`config.mk`:
```
export PLATFORM = sky130hd
export DESIGN_NAME = srcp_parser
export DESIGN_NICKNAME = d
export VERILOG_FILES = /design/src/rtl/srcp_pkg.sv /design/src/rtl/srcp_parser.sv
export SDC_FILE = /design/constraint.sdc
export NUM_CORES = 1
export LEC_CHECK = 0
export BUFFER_PORTS_ARGS = -buffer_cell sky130_fd_sc_hd__buf_4
export CAP_MARGIN = 20
export CORE_UTILIZATION = 42
export DETAILED_ROUTE_END_ITERATION = 8
export GPL_ROUTABILITY_DRIVEN = 0
export SETUP_SLACK_MARGIN = 0.02
export SLEW_MARGIN = 20
export SYNTH_ARGS = -nofsm -noshare
export SYNTH_HDL_FRONTEND = slang
export SYNTH_SLANG_ARGS = --single-unit
```
`constraint.sdc`:
```
create_clock -name ref_clk -period 5.9 [get_ports ref_clk]
set_clock_uncertainty 0.1 [all_clocks]
set_input_delay 0.295 -clock ref_clk [delete_from_list [all_inputs] [get_ports ref_clk]]
set_output_delay 0.295 -clock ref_clk [all_outputs]
set_load 0.05 [all_outputs]
```
`src/rtl/srcp_pkg.sv`:
```
// constants and types for the serial remote command parser.
// assumes a byte-wide receiver and transmitter on the same clock.
package srcp_pkg;
  // ==========================================================
  // character codes
  localparam logic [7:0] CH_ESC   = 8'h1B;
  localparam logic [7:0] CH_CR    = 8'h0D;
  localparam logic [7:0] CH_LF    = 8'h0A;
  localparam logic [7:0] CH_LBR   = 8'h5B;
  localparam logic [7:0] CH_R     = 8'h52;
  localparam logic [7:0] CH_L     = 8'h4C;
  localparam logic [7:0] CH_SP    = 8'h20;
  localparam logic [7:0] CH_COMMA = 8'h2C;
  localparam logic [7:0] CH_EQ    = 8'h3D;
  localparam logic [7:0] CH_QM    = 8'h3F;
  localparam logic [7:0] CH_DOT   = 8'h2E;
  localparam logic [7:0] CH_E     = 8'h45;
  localparam logic [7:0] CH_MINUS = 8'h2D;
  localparam logic [7:0] CH_PLUS  = 8'h2B;
  localparam logic [7:0] CH_ZERO  = 8'h30;
  localparam logic [7:0] CH_NINE  = 8'h39;
  localparam logic [7:0] CH_S     = 8'h53;
  localparam logic [7:0] CH_M     = 8'h4D;
  localparam logic [7:0] CH_U     = 8'h55;
  localparam logic [7:0] CH_N     = 8'h4E;
  localparam logic [7:0] CH_UA    = 8'h41;
  localparam logic [7:0] CH_UZ    = 8'h5A;
  localparam logic [7:0] CH_LA    = 8'h61;
  localparam logic [7:0] CH_LZ    = 8'h7A;
  localparam logic [7:0] CASE_BIT = 8'h20;
  // ==========================================================
  // names, limits, exponents
  localparam logic [63:0] LONG_NAME  = 64'h5449_4D45_2F44_4956;
  localparam logic [15:0] SHORT_NAME = 16'h5444;
  localparam logic [3:0]  SHORT_LEN  = 4'h2;
  localparam logic [3:0]  LONG_LEN   = 4'h8;
  localparam logic [7:0]  PORT_ADDR_MIN = 8'h1F;
  localparam int          LINE_DEPTH = 32;
  localparam int          LINE_AW    = 5;
  localparam logic [4:0]  REPLY_LAST = 5'h13;
  localparam logic [1:0]  SW_SETTLE  = 2'h2;
  localparam logic [1:0]  MAX_DIGITS = 2'h3;
  localparam logic signed [7:0] EXP_ONE   = 8'sh01;
  localparam logic signed [7:0] EXP_MILLI = -8'sh03;
  localparam logic signed [7:0] EXP_MICRO = -8'sh06;
  localparam logic signed [7:0] EXP_NANO  = -8'sh09;
  localparam logic [7:0]  TEN = 8'h0A;
  // ==========================================================
  // types
  typedef struct packed {
    logic [11:0]       digits;
    logic signed [7:0] exponent;
  } srcp_tb_t;
  localparam srcp_tb_t TB_RESET = {12'h100, 8'h00};
  typedef enum logic [2:0] {
    ST_COLLECT = 3'b000,
    ST_NAME    = 3'b001,
    ST_ARG     = 3'b010,
    ST_EXPO    = 3'b011,
    ST_UNIT    = 3'b100,
    ST_REPLY   = 3'b101
  } srcp_state_t;
endpackage

```
`src/rtl/srcp_parser.sv`:
```
// serial remote command parser: echo, local/remote, timebase query/set.
// assumes rx/tx byte handshakes on ref_clk; addr_switch is a pin.
`timescale 1ns/1ps
module srcp_parser
  import srcp_pkg::*;
(
  // clock and reset
  input  wire logic     ref_clk,
  input  wire logic     reset_n,
  // rear address switch pin
  input  wire logic [7:0] addr_switch,
  // received characters
  input  wire logic     rx_valid,
  input  wire logic [7:0] rx_data,
  output logic          rx_ready,
  // transmitted characters
  output logic          tx_valid,
  output logic [7:0]    tx_data,
  input  wire logic     tx_ready,
  // status and settings
  output logic          port_enable,
  output logic          remote_mode,
  output logic          echo_on,
  output logic          menu_restore,
  output logic          cmd_error,
  output logic          timebase_update,
  output srcp_tb_t      timebase
);
  // ==========================================================
  // storage
  srcp_state_t state_reg;
  logic [7:0]  line_mem [LINE_DEPTH];
  logic [LINE_AW:0] lcount_reg, pidx_reg;
  logic [7:0]  sw_meta_reg, sw_sync_reg;
  logic [1:0]  settle_reg;
  logic        captured_reg, port_en_reg, esc_reg, echo_reg, remote_reg, overflow_reg;
  logic        txv_reg, menu_reg, err_reg, upd_reg;
  logic [7:0]  txd_reg;
  logic [3:0]  nidx_reg;
  logic        short_ok_reg, long_ok_reg, point_reg, got_reg, query_reg, eneg_reg, unit_reg;
  logic [1:0]  ndig_reg;
  logic [11:0] dig_reg;
  logic signed [7:0] adj_reg, unit_exp_reg;
  logic [7:0]  eacc_reg;
  logic [4:0]  ridx_reg;
  srcp_tb_t    tb_reg;
  // ==========================================================
  // decode
  wire        tx_free  = ~txv_reg | tx_ready;
  wire        rx_take  = rx_valid & rx_ready;
  wire [7:0]  raw_ch   = line_mem[pidx_reg[LINE_AW-1:0]];
  wire        is_lower = (raw_ch >= CH_LA) && (raw_ch <= CH_LZ);
  wire [7:0]  ch       = is_lower ? (raw_ch & ~CASE_BIT) : raw_ch;
  wire        at_end   = (pidx_reg == lcount_reg);
  wire        is_digit = (ch >= CH_ZERO) && (ch <= CH_NINE);
  wire [3:0]  dval     = ch[3:0];
  wire        is_alpha = (ch >= CH_UA) && (ch <= CH_UZ);
  wire        is_sep   = (ch == CH_SP) || (ch == CH_COMMA) || (ch == CH_EQ);
  wire [7:0]  short_ch = nidx_reg[0] ? SHORT_NAME[7:0] : SHORT_NAME[15:8];
  wire [7:0]  long_ch  = LONG_NAME[{~nidx_reg[2:0], 3'b000} +: 8];
  wire        name_ok  = ((nidx_reg == SHORT_LEN) && short_ok_reg)
                       || ((nidx_reg == LONG_LEN) && long_ok_reg);
  wire signed [7:0] eterm = eneg_reg ? -$signed(eacc_reg) : $signed(eacc_reg);
  wire signed [7:0] exp_final = adj_reg + eterm + unit_exp_reg;
  wire        in_parse = (state_reg != ST_COLLECT) && (state_reg != ST_REPLY);
  wire        bad_name = (state_reg == ST_NAME) && is_sep && !name_ok;
  wire [7:0]  e_abs    = tb_reg.exponent[7] ? 8'(-tb_reg.exponent) : 8'(tb_reg.exponent);
  wire [7:0]  e_tens   = 8'(e_abs / TEN);
  wire [7:0]  e_ones   = 8'(e_abs % TEN);
  logic [7:0] reply_ch;
  always_comb
  begin
    reply_ch = CH_LF;
    case (ridx_reg)
      5'h08: reply_ch = CH_SP;
      5'h09: reply_ch = {4'h3, tb_reg.digits[11:8]};
      5'h0A: reply_ch = {4'h3, tb_reg.digits[7:4]};
      5'h0B: reply_ch = {4'h3, tb_reg.digits[3:0]};
      5'h0C: reply_ch = CH_E;
      5'h0D: reply_ch = tb_reg.exponent[7] ? CH_MINUS : CH_PLUS;
      5'h0E: reply_ch = CH_ZERO + e_tens;
      5'h0F: reply_ch = CH_ZERO + e_ones;
      5'h10: reply_ch = CH_SP;
      5'h11: reply_ch = CH_S;
      5'h12: reply_ch = CH_CR;
      default:
        if (ridx_reg < 5'h08)
          reply_ch = LONG_NAME[{~ridx_reg[2:0], 3'b000} +: 8];
    endcase
  end
  // echo skips the byte that turns echo off
  wire echo_now = rx_take && echo_reg && !(esc_reg && rx_data == CH_LBR);
  assign rx_ready = port_en_reg && (state_reg == ST_COLLECT) && tx_free;
  // ==========================================================
  // switch capture: sampled once, after the synchroniser settles
  always_ff @(posedge ref_clk)
  begin
    sw_meta_reg <= addr_switch;
    sw_sync_reg <= sw_meta_reg;
    if (!reset_n)
    begin
      settle_reg   <= 2'h0;
      captured_reg <= 1'b0;
      port_en_reg  <= 1'b0;
    end
    else if (!captured_reg)
    begin
      settle_reg <= settle_reg + 2'h1;
      if (settle_reg == SW_SETTLE)
      begin
        captured_reg <= 1'b1;
        port_en_reg  <= (sw_sync_reg > PORT_ADDR_MIN);
      end
    end
  end
  // ==========================================================
  // line buffer writes
  always_ff @(posedge ref_clk)
    if (rx_take && !esc_reg && rx_data != CH_ESC && rx_data != CH_CR
        && lcount_reg < LINE_DEPTH[LINE_AW:0])
      line_mem[lcount_reg[LINE_AW-1:0]] <= rx_data;
  // ==========================================================
  // transmit register: echo in collect, reply afterwards
  always_ff @(posedge ref_clk)
  begin
    if (!reset_n)
    begin
      txv_reg <= 1'b0;
      txd_reg <= 8'h00;
    end
    else if (echo_now)
    begin
      txv_reg <= 1'b1;
      txd_reg <= rx_data;
    end
    else if (state_reg == ST_REPLY && tx_free)
    begin
      txv_reg <= 1'b1;
      txd_reg <= reply_ch;
    end
    else if (tx_ready)
      txv_reg <= 1'b0;
  end
  // ==========================================================
  // escape sequences and mode flags
  always_ff @(posedge ref_clk)
  begin
    menu_reg <= 1'b0;
    if (!reset_n)
    begin
      esc_reg    <= 1'b0;
      echo_reg   <= 1'b1;
      remote_reg <= 1'b0;
    end
    else if (rx_take)
    begin
      esc_reg <= (rx_data == CH_ESC) && !esc_reg;
      if (esc_reg && rx_data == CH_LBR)
        echo_reg <= 1'b0;
      if (esc_reg && rx_data == CH_R)
        remote_reg <= 1'b1;
      if (esc_reg && rx_data == CH_L)
      begin
        remote_reg <= 1'b0;
        menu_reg   <= 1'b1;
      end
    end
  end
  // ==========================================================
  // line collection, parse walk and reply sequencing
  always_ff @(posedge ref_clk)
  begin
    upd_reg <= 1'b0;
    err_reg <= 1'b0;
    if (!reset_n)
    begin
      state_reg <= ST_COLLECT;
      lcount_reg <= '0;
      pidx_reg <= '0;
      overflow_reg <= 1'b0;
      ridx_reg <= 5'h00;
      tb_reg <= TB_RESET;
      {nidx_reg, short_ok_reg, long_ok_reg, point_reg, got_reg} <= '0;
      {query_reg, eneg_reg, unit_reg, ndig_reg, dig_reg} <= '0;
      {adj_reg, unit_exp_reg, eacc_reg} <= '0;
    end
    else
    begin
      case (state_reg)
        ST_COLLECT:
          if (rx_take && !esc_reg && rx_data != CH_ESC)
          begin
            if (rx_data == CH_CR)
            begin
              state_reg <= overflow_reg ? ST_COLLECT : ST_NAME;
              err_reg <= overflow_reg;
              lcount_reg <= overflow_reg ? '0 : lcount_reg;
              overflow_reg <= 1'b0;
              pidx_reg <= '0;
              {nidx_reg, point_reg, got_reg, query_reg, eneg_reg, unit_reg} <= '0;
              {short_ok_reg, long_ok_reg} <= 2'b11;
              {ndig_reg, dig_reg, adj_reg, unit_exp_reg, eacc_reg} <= '0;
            end
            else if (rx_data != CH_LF)
            begin
              if (lcount_reg < LINE_DEPTH[LINE_AW:0])
                lcount_reg <= lcount_reg + 1'b1;
              else
                overflow_reg <= 1'b1;
            end
          end
        ST_REPLY:
          if (tx_free)
          begin
            ridx_reg <= ridx_reg + 5'h01;
            if (ridx_reg == REPLY_LAST)
              state_reg <= ST_COLLECT;
          end
        default:
          if (at_end)
          begin
            lcount_reg <= '0;
            ridx_reg <= 5'h00;
            if (state_reg == ST_NAME || (!query_reg && !got_reg))
            begin
              state_reg <= ST_COLLECT;
              err_reg <= 1'b1;
            end
            else if (query_reg)
              state_reg <= ST_REPLY;
            else
            begin
              state_reg <= ST_COLLECT;
              err_reg <= !remote_reg;
              if (remote_reg)
              begin
                upd_reg <= 1'b1;
                tb_reg <= {dig_reg, exp_final};
              end
            end
          end
          else if (bad_name)
          begin
            state_reg <= ST_COLLECT;
            lcount_reg <= '0;
            err_reg <= 1'b1;
          end
          else
          begin
            pidx_reg <= pidx_reg + 1'b1;
            case (state_reg)
              ST_NAME:
                if (is_sep)
                  state_reg <= ST_ARG;
                else
                begin
                  short_ok_reg <= short_ok_reg && (nidx_reg < SHORT_LEN) && (ch == short_ch);
                  long_ok_reg <= long_ok_reg && (nidx_reg < LONG_LEN) && (ch == long_ch);
                  if (nidx_reg <= LONG_LEN)
                    nidx_reg <= nidx_reg + 4'h1;
                end
              ST_ARG:
                if (is_digit && !query_reg)
                begin
                  got_reg <= 1'b1;
                  if (dig_reg == 12'h000 && dval == 4'h0)
                    adj_reg <= point_reg ? adj_reg - EXP_ONE : adj_reg;
                  else if (ndig_reg < MAX_DIGITS)
                  begin
                    dig_reg <= {dig_reg[7:0], dval};
                    ndig_reg <= ndig_reg + 2'h1;
                    adj_reg <= point_reg ? adj_reg - EXP_ONE : adj_reg;
                  end
                  else if (!point_reg)
                    adj_reg <= adj_reg + EXP_ONE;
                end
                else if (ch == CH_DOT && !point_reg && !query_reg)
                  point_reg <= 1'b1;
                else if (ch == CH_QM && !got_reg && !point_reg)
                  query_reg <= 1'b1;
                else if (ch == CH_E && got_reg)
                  state_reg <= ST_EXPO;
                else if ((is_alpha || ch == CH_SP) && got_reg)
                begin
                  state_reg <= ST_UNIT;
                  pidx_reg <= pidx_reg;
                end
                else if (ch != CH_SP || query_reg)
                  state_reg <= ST_NAME;
              ST_EXPO:
                if (ch == CH_MINUS)
                  eneg_reg <= 1'b1;
                else if (is_digit)
                  eacc_reg <= 8'(eacc_reg * TEN + {4'h0, dval});
                else if (is_alpha || ch == CH_SP)
                begin
                  state_reg <= ST_UNIT;
                  pidx_reg <= pidx_reg;
                end
                else if (ch != CH_PLUS)
                  state_reg <= ST_NAME;
              default:
                if (is_alpha && !unit_reg)
                begin
                  unit_reg <= 1'b1;
                  case (ch)
                    CH_M:    unit_exp_reg <= EXP_MILLI;
                    CH_U:    unit_exp_reg <= EXP_MICRO;
                    CH_N:    unit_exp_reg <= EXP_NANO;
                    CH_S:    unit_exp_reg <= '0;
                    default: state_reg <= ST_NAME;
                  endcase
                end
            endcase
          end
      endcase
    end
  end
  // a malformed argument parks in ST_NAME, which at end of line is an error
  // ==========================================================
  // outputs
  assign tx_valid = txv_reg;
  assign tx_data = txd_reg;
  assign port_enable = port_en_reg;
  assign remote_mode = remote_reg;
  assign echo_on = echo_reg;
  assign menu_restore = menu_reg;
  assign cmd_error = err_reg;
  assign timebase_update = upd_reg;
  assign timebase = tb_reg;
endmodule // srcp_parser

```
# == Word level (Yosys, flattened, before mapping) ==
# Memories as Yosys holds them, arrays and structs flattened. A register that Yosys moved wholly into a read port is not among the register bits.
# Index checks and enable logic that the tools add are counted.
# Widths: inputs -> output; s select.
# word_totals
ff_bits,125
mem_bits_rw,256
in_bits,20
output_inout_bits,36
word_cells,419
mem_count,1
# classes
n_addsub,15
multipliers,1
div_mod_pow,2
n_lt_le_gt_ge,13
eq_ne,71
n_shift,2
muxes,172
bitwise,13
reduce_logical,96
# memory_table
name,words,width,read_ports,rd_clocked_by_memory_dff,wr,line_no,rtl
line_mem,32,8,1,1,1,srcp_parser.sv:32,logic [7:0] line_mem [LINE_DEPTH];
# op_table
op,n
$mux 8,24
$shiftx 64x7->8 const A,2
$mux 6,20
$mux 12,8
$pmux 8 s10,1
$mux 3,22
$eq 8x7->1 const B,8
$mux 1,56
$eq 8x6->1 const B,6
$pmux 8 s2,3
$eq 5x4->1 const B,8
$reduce_and 8->1,5
$ne 6x6->1 const B,6
$pmux 6 s2,3
$reduce_and 7->1,5
$logic_and 1x1->1,34
$pmux 8 s4,1
$reduce_bool 2->1,15
$mux 4,7
$mux 5,5
$pmux 12 s2,1
$eq 5x5->1 const B,4
$reduce_and 9->1,2
$add 6x8->8 const A,2
other kinds (75),137

# == Longest topological paths before layout ==
# depth
depth_word,18
ltp_mapped,29
depth_no_buf,28

# == Worst setup path before layout ==
# Ideal clock, no wire load.
# synth_timing
path_kind,register to register
start,reg tb_reg (netlist bit timebase[0])
end,reg txd_reg[5] (netlist: tx_data[5])
setup_time_ns,0.122
t_arrival_ns,5.749
required_ns,5.678
slack_ns,-0.071
stages_incl_launch_ff,28
n_path_buf,1
synth_period_minus_slack_ns,5.971
cell_sequence,dfxtp_1 clkbuf_1 inv_1 ha_1 nor3b_1 a21o_1 xnor2_1 inv_1 ha_1 nor3_1 a211oi_1 nor2_1 a21oi_1 o21bai_1 ha_1 nor3b_1 nor2_1 o2111ai_1 o211ai_1 or3b_2 nand3_1 o21ai_0 ha_1 o21ai_0 a311oi_1 nor2_1 a221oi_1 nor2_1
# synth_between
elab_chain_len,7
elab_cells_between_ends,9
cone_classes,3 x add/sub; 2 x div; 4 x mux
# synth_rtl
item,line_no,rtl
start: declaration,srcp_parser.sv:46,srcp_tb_t tb_reg;
start signal: assignment,srcp_parser.sv:238,"tb_reg <= {dig_reg, exp_final};"
$neg 8->8,srcp_parser.sv:67,wire [7:0] e_abs = tb_reg.exponent[7] ? 8'(-tb_reg.exponent) : 8'(tb_reg.exponent);
$mux 8 *,srcp_parser.sv:67,
$mod 8x4->8 or $div 8x4->8 (tied branches),"srcp_parser.sv:69, srcp_parser.sv:68",
"$add 6x8->8, on equally long branches","srcp_parser.sv:82, srcp_parser.sv:81",
$pmux 8 s10 *,srcp_parser.sv:74,case (ridx_reg)
$mux 8 *,srcp_parser.sv:136,else if (state_reg == ST_REPLY && tx_free)
$mux 8 *,srcp_parser.sv:131,else if (echo_now)
end signal: assignment,srcp_parser.sv:134,txd_reg <= rx_data;
end signal: assignment,srcp_parser.sv:139,txd_reg <= reply_ch;
end: declaration,srcp_parser.sv:38,logic [7:0] txd_reg;
# Every way passes the cells marked *; elsewhere a longest branch is shown, timed or not. The select of a mux whose other input is x is not followed.
# A chain may end at the register's enable or synchronous reset.

# == Worst setup path in the final report ==
# Same ends and word-level chain as after synthesis.

==> flow_summary.json <==
{
  "worst_slack_ns": 0.377,
  "post-dp-hpwl_mm": 29.2,
  "layoutNonFillerInstCount": 2155,
  "largest_register_ffs": 256,
  "grt_busiest_layer": "met2",
  "p_per_area_mw_per_mm2": 277,
  "grt_max_degree": 74,
  "synthCells": 1509,
  "post-route-drc-count": 0,
  "cts_buffer_depth": 3,
  "hold_path_end": "line_mem[16][5]",
  "track_usage_pct": 19.9,
  "period_needed_ns": 5.52,
  "pre_cts_ws_ns": 0.286,
  "drv_slew": 0,
  "yosysWarnings": 0,
  "wl_mm": 43.5,
  "worstSetupPathType": "flip-flop to flip-flop",
  "fin_nets": 1619,
  "drive_above_1_share_pct": 14.8,
  "timing.rr.start": "timebase[0]",
  "fin_tns_setup_ns": 0,
  "synth-edff-count": 256,
  "die_y_um": 210,
  "status": "completed",
  "grt_pass1_wl_mm": 68.2,
  "placed_area_mm2": 0.0190,
  "ios": 56,
  "core_mm2": 0.0423,
  "crit_path_start_kind": "flip-flop",
  "hold_path.class": "input pin to flip-flop",
  "ir_worst_vdd_uv": 291,
  "ys.flop_type": "edfxtp_1",
  "grtUsageMet3_pct": 3.04,
  "firstDrtPassIters": 5,
  "slew_headroom_pct": 38.6,
  "n_antenna_cell": 0,
  "area_delta_synth_final_pct": 12.3,
  "ys_ff_latch": 372,
  "vias": 12300,
  "final_common_cell": "edfxtp_1",
  "route.detailed.wl_per_inst_um": 20.2,
  "hp-start": "rx_data[5]",
  "leakagePower_nw": 6.76,
  "async_flop_share_pct": 0,
  "clk_latency_ns": 0.57,
  "synth_area_mm2": 0.0182,
  "fmax_mhz": 181,
  "drt_iter0_drc": 1186,
  "crit_path_max_fanout": 4,
  "groute.layer.met1.usage_pct": 27.9,
  "avgSynthCellArea_um2": 12.1,
  "min_period_over_period_pct": 93.6,
  "grt.overflow.total": 0,
  "postRouteAntennaNets": 0,
  "cts.sink_count": 372,
  "synth_seq_area_share_pct": 55.0,
  "cp-end-kind": "flip-flop",
  "critPathArrivalTime_ns": 5.85,
  "hold_depth": 1,
  "finalHoldViolCount": 0,
  "cap_viol_max_count": 0,
  "setup_viol": 0,
  "fin_area_mm2": 0.0204,
  "clk_pin_slew_worst_paths_ns": 0.06,
  "start_util_pct": 43.0,
  "row_count": 75,
  "max_slew.worst_pin.slew_ns": 0.921,
  "ys_types": 88,
  "r2r_setup_slack_ns": 0.38,
  "cts_made_buffers": 41,
  "place_inst": 2074,
  "cts_htree_levels": 2,
  "clock_tree.root_cell": "clkbuf_16",
  "die_x_um": 210,
  "vias_per_cell": 5.69,
  "most-common-layout-cells": "edfxtp_1, nor2_1, nand2_1, dfxtp_1, a21oi_1",
  "grt_use_met2_pct": 31.8,
  "cts_tree": "yes",
  "grt_pass1_vias": 11900,
  "antenna_found_initial": 0,
  "cp.required_ns": 6.22,
  "r2r_cells": 25,
  "io_buffers": 50,
  "die-area_mm2": 0.0441,
  "rsz0062_at_grt": "false",
  "reg2reg_to": "tx_data[5]",
  "synth_nets": 1582
}
==> cell families (layout without fill, tap and decap cells) <==
group | count (synthesis) | in the layout | synth area share, %
AND/OR/NAND/NOR | 498 | 498 | 13.7
adder cells (fa/ha/maj) | 54 | 54 | 4.11
AO/OA/AOI/OAI | 286 | 286 | 10.2
buffers and inverters | 138 | 207 | 3.46
flip-flops | 372 | 372 | 55.0
multiplexers | 103 | 103 | 10.7
XOR/XNOR | 58 | 58 | 2.79
==> metal layers <==
metal / vias to the layer above / wire length [um]
met5: - / 0
met3: 70 / 2380
li1: 5776 / -
met2: 364 / 20300
met4: 0 / 988
met1: 6049 / 19800
==> layout make-up <==
class	count	area (um^2)
clock buffer	52	1120
clock inverter	23	171
fill	3745	21900
inverter	56	210
multi-input combinational	999	7580
sequential	372	10000
tap	577	722
timing repair buffer	76	593
==> power by group <==
part           internal (W)  total (W)  leakage, nW  switching, W
Combinational      0.000111   0.000353         2.90      0.000242
Clock               0.00140    0.00245        0.624       0.00105
Sequential          0.00281    0.00284         3.24     0.0000251
==> timing repair <==
action                                 CTS  global route
buffers inserted                         0             2
resized for setup                        0             5
setup endpoints to repair                0             2
hold buffers                             4             0
endpoints found under the hold margin    8             0
==> cells in the mapped netlist (6+ instances only) <==
| master | n | share of area [%] |
|---|---|---|
| buf_4 | 6 | 0.25 |
| mux2i_1 | 31 | 1.7 |
| o211ai_1 | 15 | 0.62 |
| nand2_1 | 128 | 2.6 |
| nor4_1 | 18 | 0.62 |
| a21oi_1 | 91 | 2.5 |
| fa_1 | 10 | 1.1 |
| nand3b_1 | 9 | 0.37 |
| o22ai_1 | 11 | 0.38 |
| o21ai_0 | 44 | 1.2 |
| nand3_1 | 29 | 0.80 |
| o21bai_1 | 6 | 0.25 |
| a31oi_1 | 13 | 0.45 |
| xnor2_1 | 41 | 2.0 |
| dfxtp_1 | 116 | 13 |
| or3_1 | 20 | 0.69 |
| and3_1 | 8 | 0.28 |
| mux4_2 | 57 | 7.1 |
| or3b_1 | 9 | 0.43 |
| nor3_1 | 29 | 0.80 |
| buf_2 | 13 | 0.36 |
| xor2_1 | 17 | 0.82 |
| mux4_1 | 10 | 1.4 |
| o21a_1 | 7 | 0.29 |
| clkbuf_1 | 52 | 1.1 |
| edfxtp_1 | 256 | 42 |
| nor2_1 | 157 | 3.2 |
| o31ai_1 | 14 | 0.58 |
| nand2b_1 | 12 | 0.41 |
| a21o_1 | 11 | 0.45 |
| a22oi_1 | 13 | 0.54 |
| ha_1 | 43 | 3.0 |
| or3b_2 | 6 | 0.29 |
| inv_1 | 52 | 1.1 |
| a211oi_1 | 8 | 0.33 |
| nor2b_1 | 13 | 0.45 |
| and2_1 | 6 | 0.21 |
| nand4_1 | 17 | 0.58 |
==> critical path: stages (launching register included) <==
cell and delay (ns):
dfxtp_1 0.33, inv_1 0.06, ha_1 0.21, nor3b_2 0.16, a21o_1 0.19, xnor2_2 0.22, inv_1 0.13, ha_1 0.33
nor3_1 0.25, a211oi_2 0.09, nor2_2 0.20, a21oi_1 0.09, o21bai_1 0.21, ha_1 0.24, or3b_2 0.47, o2111ai_1 0.11
o211ai_1 0.18, or3b_2 0.51, nand3_1 0.11, o21ai_0 0.11, ha_1 0.30, o21ai_0 0.07, a311oi_1 0.29, nor2_1 0.10
a221oi_1 0.24, nor2_1 0.06
==> worst max path at each step <==
stage / startpoint / end / slack [ns] / cells past startpoint
CTS: timebase[0] / tx_data[5] / 0.27 / 23
floorplan: timebase[0] / tx_data[5] / 0.16 / 26
global route: timebase[1] / tx_data[5] / 0.02 / 27
global placement: timebase[0] / tx_data[5] / 0.35 / 25
finish: timebase[0] / tx_data[5] / 0.38 / 25
detailed placement: timebase[0] / tx_data[5] / 0.29 / 23
==> stage by stage <==
step,hold WS [ns],power [W],utilization [%]
2_1_floorplan,0.210,0.00312,-
3_3_place_gp,0.218,0.00323,45.0
3_5_place_dp,0.214,0.00324,45.0
4_1_cts,0.0511,0.00570,48.1
5_1_grt,0.0797,0.00582,48.2
6_report,0.0739,0.00565,48.2
(Power assumes the default switching activity.)
